[config.mk]
export PLATFORM = sky130hd
export DESIGN_NAME = engine_switch_and_rpm_pulse
export DESIGN_NICKNAME = d
export VERILOG_FILES = /design/src/engine_out_pkg.sv /design/src/speed_pulse_gen.sv /design/src/start_relay_ctl.sv /design/src/engine_switch_and_rpm_pulse.sv
export VERILOG_INCLUDE_DIRS = /design/src /design/src/src
export SDC_FILE = /design/constraint.sdc
export NUM_CORES = 2
export LEC_CHECK = 0
export BUFFER_PORTS_ARGS = -buffer_cell sky130_fd_sc_hd__buf_2
export CORE_AREA = 4 4 243 245
export DETAILED_ROUTE_END_ITERATION = 12
export DIE_AREA = 0 0 247 249
export GPL_TIMING_DRIVEN = 1
export PLACE_DENSITY = 0.72
export SYNTH_ARGS = -nofsm -noshare
export SYNTH_HDL_FRONTEND = slang
export SYNTH_HIERARCHICAL = 1
export SYNTH_SLANG_ARGS = --single-unit
[constraint.sdc]
create_clock -name sys_clk -period 270 [get_ports sys_clk]
set_clock_uncertainty 0.05 [all_clocks]
set_input_delay 40.5 -clock sys_clk [delete_from_list [all_inputs] [get_ports sys_clk]]
set_output_delay 40.5 -clock sys_clk [all_outputs]
set_load 0.05 [all_outputs]
[src/engine_out_cfg.svh]
`ifndef ENGINE_OUT_CFG_SVH
`define ENGINE_OUT_CFG_SVH

// register byte offsets
`define OFS_ROLE        8'h00
`define OFS_THRESHOLD   8'h04
`define OFS_ALARM       8'h08
`define OFS_SPEED       8'h0C
`define OFS_STATUS      8'h10
// role field encodings
`define ROLE_ALARM      2'h0
`define ROLE_START      2'h1
// reset values
`define RST_ROLE        2'h0
`define RST_THRESHOLD   16'h0000
// status bit positions
`define ST_RELAY        0
`define ST_LATCHED      1
`define ST_PULSE        2
`define ST_SPEED_OK     3
// timing: clock rate and half-period math, speed in rev/min
`define CLK_HZ          32'h05F5E100
// clk * 60 / 2 as one constant, so no 32-bit product can overflow
`define HALF_CYCLES_PER_RPM 32'hB2D05E00
`define SPEED_TIMEOUT_MS 32'h000001F4
// 500 ms worth of clocks
`define SPEED_TIMEOUT_CYC 32'h02FAF080

`endif

[src/engine_out_pkg.sv]
package engine_out_pkg;
  typedef struct packed {
    logic [15:0] speed;
    logic        valid;
    logic        alarmReq;
  } engine_in_t;

  typedef struct packed {
    logic [1:0]  role;
    logic [15:0] threshold;
    logic        swAlarm;
  } engine_cfg_t;

  typedef enum logic [1:0] {RS_ARMED, RS_ENGAGED, RS_RELEASED} relay_state_t;
endpackage

[src/speed_pulse_gen.sv]
`default_nettype none
`include "engine_out_cfg.svh"
module speed_pulse_gen
  import engine_out_pkg::*;
(
  input  wire logic        sys_clk,
  input  wire logic        nrst,
  input  wire logic [15:0] speed,
  output logic             pulse
);
  typedef struct packed {
    logic [31:0] cnt;
    logic        level;
  } pg_state_t;

  pg_state_t st;
  pg_state_t next_st;
  logic [31:0] halfPeriod;

  // half period in clocks = clk*60 / (2*rpm)
  always_comb begin
    halfPeriod = (speed == 16'h0000) ? 32'h0000_0000 :
                 32'(`HALF_CYCLES_PER_RPM / {16'h0000, speed});
  end

  always_comb begin
    next_st = st;
    if (speed == 16'h0000) begin
      next_st.level = 1'b0;
      next_st.cnt   = 32'h0000_0000;
    end else if (st.cnt + 32'h0000_0001 >= halfPeriod) begin
      next_st.level = ~st.level;
      next_st.cnt   = 32'h0000_0000;
    end else begin
      next_st.cnt = st.cnt + 32'h0000_0001;
    end
  end

  always_ff @(posedge sys_clk) begin
    if (!nrst) begin
      st <= '0;
    end else begin
      st <= next_st;
    end
  end

  assign pulse = st.level;

  AST_ZERO_LOW: assert property (@(posedge sys_clk) disable iff (!nrst)
    (speed == 16'h0000) |=> !pulse)
    else $error("pulse not low at zero speed");
endmodule
`default_nettype wire

[src/start_relay_ctl.sv]
`default_nettype none
`include "engine_out_cfg.svh"
module start_relay_ctl
  import engine_out_pkg::*;
(
  input  wire logic        sys_clk,
  input  wire logic        nrst,
  input  wire logic        enable,
  input  wire logic [15:0] speed,
  input  wire logic        speedValid,
  input  wire logic [15:0] threshold,
  output logic             relayOn,
  output logic             latched
);
  typedef struct packed {
    relay_state_t rs;
  } rc_state_t;

  rc_state_t st;
  rc_state_t next_st;

  always_comb begin
    next_st = st;
    unique case (st.rs)
      RS_ARMED:
        if (enable && speedValid && speed == 16'h0000) next_st.rs = RS_ENGAGED;
        else if (enable && speedValid && speed >= threshold) next_st.rs = RS_RELEASED;
      RS_ENGAGED:
        if (!enable) next_st.rs = RS_ARMED;
        else if (speedValid && speed >= threshold) next_st.rs = RS_RELEASED;
      RS_RELEASED:
        next_st.rs = RS_RELEASED;
      default: next_st.rs = RS_ARMED;
    endcase
  end

  always_ff @(posedge sys_clk) begin
    if (!nrst) begin
      st.rs <= RS_ARMED;
    end else begin
      st <= next_st;
    end
  end

  assign relayOn = (st.rs == RS_ENGAGED);
  assign latched = (st.rs == RS_RELEASED);

  AST_NO_REENGAGE: assert property (@(posedge sys_clk) disable iff (!nrst)
    latched |=> latched && !relayOn)
    else $error("relay re-engaged after release");
  AST_RELEASE: assert property (@(posedge sys_clk) disable iff (!nrst)
    (relayOn && enable && speedValid && speed >= threshold) |=> !relayOn)
    else $error("relay not released at threshold");
endmodule
`default_nettype wire

[src/engine_switch_and_rpm_pulse.sv]
// Overview of operation
// - configuration picks relay or alarm role; switchPos follows only that role.
// - speed pulses come from the received engine speed value.
// - one pulse per revolution, fifty percent duty.
// - start power relay function is off after reset until role selects it.
// - start power mode keeps a configurable release speed threshold.
// - at power-up with zero speed, relay drive asserts and holds.
// - relay drive drops once speed reaches the threshold.
// - after release the relay stays off, even when the engine stops.
// - only a power cycle re-arms relay engagement.
// - high output energizes the relay coil, low releases it.
// - all delivered parameters used except auxiliary miscellaneous values.
// - alarm mode drives switchPos while the alarm request stands; switchNeg stays low.
// - alarm and start power roles are exclusive; exactly one active.
`default_nettype none
`include "engine_out_cfg.svh"
module engine_switch_and_rpm_pulse
  import engine_out_pkg::*;
#(
  parameter int unsigned SPEED_TIMEOUT = `SPEED_TIMEOUT_CYC
)(
  input  wire logic        sys_clk,
  input  wire logic        nrst,
  // engine data from the decoder
  input  wire logic [15:0] rxSpeed,
  input  wire logic        rxSpeedStb,
  input  wire logic        rxAlarmReq,
  // AXI4-Lite slave
  input  wire logic [7:0]  s_axi_awaddr,
  input  wire logic        s_axi_awvalid,
  output logic             s_axi_awready,
  input  wire logic [31:0] s_axi_wdata,
  input  wire logic [3:0]  s_axi_wstrb,
  input  wire logic        s_axi_wvalid,
  output logic             s_axi_wready,
  output logic [1:0]       s_axi_bresp,
  output logic             s_axi_bvalid,
  input  wire logic        s_axi_bready,
  input  wire logic [7:0]  s_axi_araddr,
  input  wire logic        s_axi_arvalid,
  output logic             s_axi_arready,
  output logic [31:0]      s_axi_rdata,
  output logic [1:0]       s_axi_rresp,
  output logic             s_axi_rvalid,
  input  wire logic        s_axi_rready,
  // pins
  output logic             speed_pulse_pos,
  output logic             speed_pulse_neg,
  output logic             switchPos,
  output logic             switchNeg
);
  // ==========================================================
  // state
  typedef struct packed {
    engine_cfg_t cfg;
    logic [15:0] speed;
    logic        speedOk;
    logic [31:0] ageCnt;
    logic        awHave;
    logic [7:0]  awAddr;
    logic        wHave;
    logic [31:0] wData;
    logic [3:0]  wStrb;
    logic        bValid;
    logic        rValid;
    logic [31:0] rData;
    logic [1:0]  rResp;
    logic [1:0]  bResp;
    logic        pulseQ;
    logic        swQ;
    logic        awRdy;
    logic        wRdy;
    logic        arRdy;
  } top_state_t;

  top_state_t st;
  top_state_t next_st;

  logic        pulseRaw;
  logic        relayOn;
  logic        latched;
  logic        startMode;
  logic [31:0] wr;

  assign startMode = (st.cfg.role == `ROLE_START);

  // ==========================================================
  // sub-blocks
  speed_pulse_gen u_pulse (
    .sys_clk (sys_clk),
    .nrst    (nrst),
    .speed   (st.speedOk ? st.speed : 16'h0000),
    .pulse   (pulseRaw)
  );

  start_relay_ctl u_relay (
    .sys_clk    (sys_clk),
    .nrst       (nrst),
    .enable     (startMode),
    .speed      (st.speed),
    .speedValid (st.speedOk),
    .threshold  (st.cfg.threshold),
    .relayOn    (relayOn),
    .latched    (latched)
  );

  // ==========================================================
  // next state
  always_comb begin
    next_st = st;
    wr      = 32'h0000_0000;

    // speed capture and staleness watch
    if (rxSpeedStb) begin
      next_st.speed   = rxSpeed;
      next_st.speedOk = 1'b1;
      next_st.ageCnt  = 32'h0000_0000;
    end else if (st.ageCnt >= SPEED_TIMEOUT - 1) begin
      next_st.speedOk = 1'b0;
    end else begin
      next_st.ageCnt = st.ageCnt + 32'h0000_0001;
    end

    // write channel capture
    if (s_axi_awvalid && st.awRdy) begin
      next_st.awHave = 1'b1;
      next_st.awAddr = s_axi_awaddr;
    end
    if (s_axi_wvalid && st.wRdy) begin
      next_st.wHave = 1'b1;
      next_st.wData = s_axi_wdata;
      next_st.wStrb = s_axi_wstrb;
    end
    if (st.awHave && st.wHave) begin
      next_st.awHave = 1'b0;
      next_st.wHave  = 1'b0;
      next_st.bValid = 1'b1;
      next_st.bResp  = 2'h0;
      for (int i = 0; i < 4; i++) begin
        wr[i*8 +: 8] = st.wStrb[i] ? st.wData[i*8 +: 8] : 8'h00;
      end
      unique case (st.awAddr & 8'hFC)
        `OFS_ROLE:      if (st.wStrb[0]) next_st.cfg.role = wr[1:0];
        `OFS_THRESHOLD: begin
          if (st.wStrb[0]) next_st.cfg.threshold[7:0]  = wr[7:0];
          if (st.wStrb[1]) next_st.cfg.threshold[15:8] = wr[15:8];
        end
        `OFS_ALARM:     if (st.wStrb[0]) next_st.cfg.swAlarm = wr[0];
        `OFS_SPEED, `OFS_STATUS: next_st.bResp = 2'h0;
        default:        next_st.bResp = 2'h2;
      endcase
    end
    if (st.bValid && s_axi_bready) begin
      next_st.bValid = 1'b0;
    end

    // read channel
    if (s_axi_arvalid && st.arRdy) begin
      next_st.rValid = 1'b1;
      next_st.rResp  = 2'h0;
      unique case (s_axi_araddr & 8'hFC)
        `OFS_ROLE:      next_st.rData = {30'h0, st.cfg.role};
        `OFS_THRESHOLD: next_st.rData = {16'h0000, st.cfg.threshold};
        `OFS_ALARM:     next_st.rData = {31'h0, st.cfg.swAlarm};
        `OFS_SPEED:     next_st.rData = {16'h0000, st.speed};
        `OFS_STATUS:    next_st.rData = {28'h0, st.speedOk, st.pulseQ, latched, relayOn};
        default: begin
          next_st.rData = 32'h0000_0000;
          next_st.rResp = 2'h2;
        end
      endcase
    end else if (st.rValid && s_axi_rready) begin
      next_st.rValid = 1'b0;
    end

    // pin drive, registered
    next_st.pulseQ = pulseRaw;
    if (startMode) begin
      next_st.swQ = relayOn;
    end else begin
      next_st.swQ = rxAlarmReq | st.cfg.swAlarm;
    end

    // bus ready flags come from flops, computed one cycle ahead
    next_st.awRdy = !next_st.awHave && !next_st.bValid;
    next_st.wRdy  = !next_st.wHave && !next_st.bValid;
    next_st.arRdy = !next_st.rValid;
  end

  always_ff @(posedge sys_clk) begin
    if (!nrst) begin
      st          <= '0;
      st.cfg.role <= `RST_ROLE;
    end else begin
      st <= next_st;
    end
  end

  // ==========================================================
  // outputs
  assign s_axi_awready   = st.awRdy;
  assign s_axi_wready    = st.wRdy;
  assign s_axi_bvalid    = st.bValid;
  assign s_axi_bresp     = st.bResp;
  assign s_axi_arready   = st.arRdy;
  assign s_axi_rvalid    = st.rValid;
  assign s_axi_rdata     = st.rData;
  assign s_axi_rresp     = st.rResp;
  assign speed_pulse_pos = st.pulseQ;
  assign speed_pulse_neg = 1'b0;
  assign switchPos       = st.swQ;
  assign switchNeg       = 1'b0;

  // ==========================================================
  // checks
  AST_ALARM_ROLE: assert property (@(posedge sys_clk) disable iff (!nrst)
    (!startMode && $stable(st.cfg.role) && rxAlarmReq) |=> switchPos)
    else $error("alarm request not driven");
  AST_ROLE_EXCL: assert property (@(posedge sys_clk) disable iff (!nrst)
    (startMode && $stable(st.cfg.role) && !relayOn) |=> !switchPos)
    else $error("switch driven without relay in start mode");
  AST_RELAY_PIN: assert property (@(posedge sys_clk) disable iff (!nrst)
    (startMode && relayOn) |=> switchPos)
    else $error("relay pin not high while engaged");
  AST_RESET_OFF: assert property (@(posedge sys_clk)
    $rose(nrst) |-> !startMode && !relayOn)
    else $error("start role active after reset");
  AST_PULSE_SRC: assert property (@(posedge sys_clk) disable iff (!nrst)
    !st.speedOk [*3] |-> !speed_pulse_pos)
    else $error("pulse without received speed");

  // ==========================================================
  // bus checks
  AST_AW_BUSY: assert property (@(posedge sys_clk) disable iff (!nrst)
    s_axi_bvalid |->
    !s_axi_awready && !s_axi_wready)
    else $error("write channel open while response pending");

  AST_AR_BUSY: assert property (@(posedge sys_clk) disable iff (!nrst)
    s_axi_rvalid |->
    !s_axi_arready)
    else $error("read channel open while data pending");

  AST_B_HOLD: assert property (@(posedge sys_clk) disable iff (!nrst)
    (s_axi_bvalid && !s_axi_bready) |=>
    s_axi_bvalid && $stable(s_axi_bresp))
    else $error("write response dropped before taken");

  AST_R_HOLD: assert property (@(posedge sys_clk) disable iff (!nrst)
    (s_axi_rvalid && !s_axi_rready) |=>
    s_axi_rvalid && $stable(s_axi_rdata) && $stable(s_axi_rresp))
    else $error("read data dropped before taken");

  AST_B_DONE: assert property (@(posedge sys_clk) disable iff (!nrst)
    (s_axi_bvalid && s_axi_bready) |=>
    !s_axi_bvalid)
    else $error("write response repeated");

  AST_R_DONE: assert property (@(posedge sys_clk) disable iff (!nrst)
    (s_axi_rvalid && s_axi_rready) |=>
    !s_axi_rvalid)
    else $error("read data repeated");

  AST_R_ANSWER: assert property (@(posedge sys_clk) disable iff (!nrst)
    (s_axi_arvalid && s_axi_arready) |=>
    s_axi_rvalid)
    else $error("read not answered");

  AST_B_ANSWER: assert property (@(posedge sys_clk) disable iff (!nrst)
    (st.awHave && st.wHave) |=>
    s_axi_bvalid)
    else $error("write not answered");

  AST_BAD_WRITE: assert property (@(posedge sys_clk) disable iff (!nrst)
    (st.awHave && st.wHave && (st.awAddr & 8'hFC) > `OFS_STATUS) |=>
    s_axi_bresp == 2'h2)
    else $error("unmapped write not refused");

  AST_ROLE_WRITE: assert property (@(posedge sys_clk) disable iff (!nrst)
    (st.awHave && st.wHave && (st.awAddr & 8'hFC) == `OFS_ROLE && st.wStrb[0]) |=>
    st.cfg.role == $past(st.wData[1:0]))
    else $error("role write lost");

  AST_THRESH_WRITE: assert property (@(posedge sys_clk) disable iff (!nrst)
    (st.awHave && st.wHave && (st.awAddr & 8'hFC) == `OFS_THRESHOLD && st.wStrb[1:0] == 2'h3) |=>
    st.cfg.threshold == $past(st.wData[15:0]))
    else $error("threshold write lost");

  // ==========================================================
  // rule checks
  AST_SPEED_TAKE: assert property (@(posedge sys_clk) disable iff (!nrst)
    rxSpeedStb |=>
    st.speed == $past(rxSpeed) && st.speedOk)
    else $error("received speed not taken");

  AST_RO_SPEED: assert property (@(posedge sys_clk) disable iff (!nrst)
    !rxSpeedStb |=>
    $stable(st.speed))
    else $error("speed changed without a received value");

  AST_STALE: assert property (@(posedge sys_clk) disable iff (!nrst)
    (!rxSpeedStb && st.ageCnt >= SPEED_TIMEOUT - 1) |=>
    !st.speedOk)
    else $error("stale speed still marked fresh");

  AST_PULSE_PIN: assert property (@(posedge sys_clk) disable iff (!nrst)
    1'b1 |=>
    speed_pulse_pos == $past(pulseRaw))
    else $error("pulse pin does not follow generator");

  AST_ZERO_PIN: assert property (@(posedge sys_clk) disable iff (!nrst)
    (st.speedOk && st.speed == 16'h0000) [*3] |->
    !speed_pulse_pos)
    else $error("pulse pin active at zero speed");

  AST_RELAY_IDLE: assert property (@(posedge sys_clk) disable iff (!nrst)
    !startMode |=>
    !relayOn)
    else $error("relay engaged outside start power role");

  AST_ENGAGE: assert property (@(posedge sys_clk) disable iff (!nrst)
    (startMode && !relayOn && !latched && st.speedOk && st.speed == 16'h0000) |=>
    relayOn)
    else $error("relay not engaged at zero speed");

  AST_HOLD_ON: assert property (@(posedge sys_clk) disable iff (!nrst)
    (relayOn && startMode && !(st.speedOk && st.speed >= st.cfg.threshold)) |=>
    relayOn)
    else $error("relay dropped below threshold");

  AST_LATCH_SET: assert property (@(posedge sys_clk) disable iff (!nrst)
    (relayOn && startMode && st.speedOk && st.speed >= st.cfg.threshold) |=>
    latched)
    else $error("release not latched at threshold");

  AST_STAY_OFF: assert property (@(posedge sys_clk) disable iff (!nrst)
    (latched && !startMode) |=>
    latched && !relayOn)
    else $error("role change re-armed relay");

  AST_SW_START: assert property (@(posedge sys_clk) disable iff (!nrst)
    startMode |=>
    switchPos == $past(relayOn))
    else $error("switch pin does not follow relay");

  AST_ALARM_OFF: assert property (@(posedge sys_clk) disable iff (!nrst)
    (!startMode && !rxAlarmReq && !st.cfg.swAlarm) |=>
    !switchPos)
    else $error("alarm pin active without request");
endmodule
`default_nettype wire

==> out/qor.csv <==
stage,metric,value,unit
finish,"most common cell after layout, fill and taps aside",nand2_1,
sta,final setup violating endpoints,0,
status,status,"finished, final reports clean",
route,wl on met1,44400,microns
floorplan,die area,61500,sq um
clock_tree,Worst-path clk slew,0.07,ns
worst_setup_path,CP max-delay cell,o2bb2ai_1,
route,total wire length,92800,microns
synthesis,"Cell Area, Synth",32200,sq um
clock_tree,Num CTS Buffers,17,
min_path,Hold Path Depth,2,
sta,fin. max-slew vios,0,
floorplan,core area,57100,sq um
grt,largest net degree at the start of global routing,81,
min_path,Hold WC Path Type,reg -> reg,
worst_setup_path,Critical Path Start Type,flip-flop,
synthesis,largest family of logic cells by synthesized area,compound AO/OA/AOI/OAI gates,
worst_setup_path,Worst EP required,270.31,ns
route,DRC violation count after routing,0,
route,Routed Antenna Nets,0,
route,Top Layer Used,met4,
floorplan,Placement Rows,88,
grt,first-pass GRT wire length,150000,microns
route,wire per inst,17.5,microns
worst_setup_path,crit-path most repeated cell,o21a_1,
placed_design,Buffers on Ports,79,
grt,"Remaining Overflow, GRT",0,
finish,area of the multi-input gates,27800,sq um
route,DR WL met2,41500,microns
sta,Least-Margin Pin Slew,1.03,ns
clock_tree,Skew-Pair Late Insertion Delay,0.43,ns
synthesis,sequential area share after synthesis,9.58,%
synthesis,"EDFF count, synth",0,
worst_setup_path,worst-path fanout max,36,
finish,"commonest cells after routing, fill and taps aside","490 x nand2_1, 407 x ha_1, 378 x nor2_1",
clock_tree,CTS tree,built,
worst_setup_path,CP Capture Type,flip-flop,
clock_tree,Post CTS Setup Buffer Count,0,
finish,area grow syn2layout,4.61,%
route,initial drt markers,2747,
min_path,Hold EP,st[148],
worst_setup_path,FF-to-FF End,u_pulse/st[13],
synthesis,synth unique cells,120,
worst_setup_path,R2R Path Start,st[121],
synthesis,share of the synthesized area in the top cell type,15.8,%
placed_design,Placer Congestion,0.943,
sta,Max transition margin,31.6,%
sta,period utilisation layout,37.1,%
synthesis,Main synth FF type,dfxtp_1,
clock_tree,clock tree buffer depth,2,
synthesis,YS warnings,6,
min_path,HP Start,st[56],
grt,initial antenna violation count,1,
sta,Fin Setup TNS,0,ns
floorplan,I/O pin total,122,
synthesis,Post-Synthesis Cells,4531,
job,maxcap violations,0,
clock_tree,"Hold-fix buffers, CTS",0,
synthesis,multiplexer share of the synthesized area,4.37,%
floorplan,Die Y-Extent,249,microns
synthesis,Synth Area in Compound Gates,30.8,%
worst_setup_path,max incr delay on CP,0.82,ns
synthesis,simple logic cell fraction of the synthesized area,28.2,%
synthesis,Synth Area in Adders,15.8,%
synthesis,"FF+latch count, synth",154,
synthesis,"Avg Cell Area, Syn",7.10,sq um
clock_tree,clock root cell,clkbuf_16,
synthesis,async set-reset flop share out of synthesis,0,%
route,via/cell ratio,6.30,
synthesis,xor and xnor area share after synthesis,6.80,%
floorplan,Die W,247,microns
clock_tree,htree depth,4,
clock_tree,PostCTS Resize Cnt,0,
worst_setup_path,R2R depth,437,
synthesis,Synth area leaders,"ha_1 16%, dfxtp_1 9.6%, nand2_1 5.7%",
finish,sequential cell area,3080,sq um
sta,RSZ-0062 raised after global routing,no,
synthesis,post-synth top area cell,ha_1,
worst_setup_path,Critical Path AT,100.49,ns
worst_setup_path,worst path bufs/invs,17,
worst_setup_path,r2r setup slk,169.82,ns
grt,vias in the first global route,30100,
placed_design,hpwl dp,70400,microns
route,via count,33400,
finish,# fillers,5410,
route,drt first pass iters,6,
worst_setup_path,top cell family by delay on the critical path,compound AO/OA/AOI/OAI gates,
route,DR WL met3,5140,microns
worst_setup_path,kind of critical path,reg -> reg,
floorplan,Initial Util,56.3,%
finish,share of cells above drive strength 1,7.77,%
sta,Final Hold Vio Count,0,
sta,Max Freq,9.98,MHz
clock_tree,CTS Sinks,154,
grt,gr usage total,28.7,%
finish,Final nets,5003,
sta,minimum clock period after layout,100.18,ns
## metal layers
layer | vias to the layer above | track usage (%)
met5 | - | 0
met4 | 0 | 5.93
met3 | 123 | 1.91
met2 | 991 | 47.1
met1 | 15500 | 41.4
li1 | 16800 | -
## final cells by class
class | count | area share (%)
multi-input cells | 4070 | 82.5
clock buffers | 21 | 1.37
repair buffers | 119 | 2.07
diodes | 1 | 0.00743
flip-flops and latches | 154 | 9.16
clock inverters | 11 | 0.331
well taps | 765 | 2.84
inverters | 157 | 1.75
## logic make-up after synthesis
kind of cell    after synthesis
flops                       154
fa+ha+maj                   407
other cells                   1
buf+inv                     326
compound gates             1472
xor+xnor                    250
simple gates               1791
mux                         130
## worst min-delay path, stage by stage (launching register included)
cell and delay [ns]:
dfxtp_1 0.31, nand2_1 0.05, a21boi_1 0.05
## registers in the layout, summed over array words and instances (netlist names)
name / cells
u_relay/st: 2
s_axi_wready: 1
u_pulse/st: 32
s_axi_rvalid: 1
st: 94
switchPos: 1
s_axi_rresp: 1
s_axi_awready: 1
speed_pulse_pos: 1
u_pulse/pulse: 1
s_axi_bresp: 1
s_axi_arready: 1
s_axi_rdata: 16
s_axi_bvalid: 1
## worst max-delay path by stage
stage / startpoint / end / slack [ns] / depth (start not counted)
after floorplan: st[121] / u_pulse/st[10] / 184.60 / 466
after global placement: st[121] / u_pulse/st[6] / 172.78 / 437
after detailed placement: st[121] / u_pulse/st[28] / 171.95 / 437
after CTS: st[121] / u_pulse/st[19] / 171.50 / 437
after global routing: st[121] / u_pulse/st[3] / 161.44 / 437
final: st[121] / u_pulse/st[13] / 169.82 / 437
## synthesized netlist by cell type, drive strengths merged (30+ instances only)
cell	instances
a211oi	30
a21boi	64
a21o	142
a21oi	335
a31oi	39
and2	75
and3	69
buf	79
clkbuf	90
dfxtp	154
ha	407
inv	157
mux2	75
mux2i	55
nand2	491
nand2b	122
nand3	119
nand4	64
nor2	382
nor2b	105
nor3	148
nor4	35
o211ai	39
o21a	155
o21ai	310
o31ai	91
or2	53
or3	49
xnor2	161
xor2	89
## metrics by stage
step	instances	utilization (%)	hold WS [ns]	setup WS, ns	instance area (sq um)
after floorplan	4550	-	0.376	184.60	32300
after global placement	5265	57.9	0.383	172.78	33100
after detailed placement	5265	57.9	0.389	171.95	33100
after CTS	5297	58.9	0.398	171.50	33700
after global routing	5298	58.9	0.416	161.44	33700
final	5298	58.9	0.402	169.82	33700
Power is not shown: default switching activity piles up to over one toggle a cycle in this logic, so the estimate is an artifact.
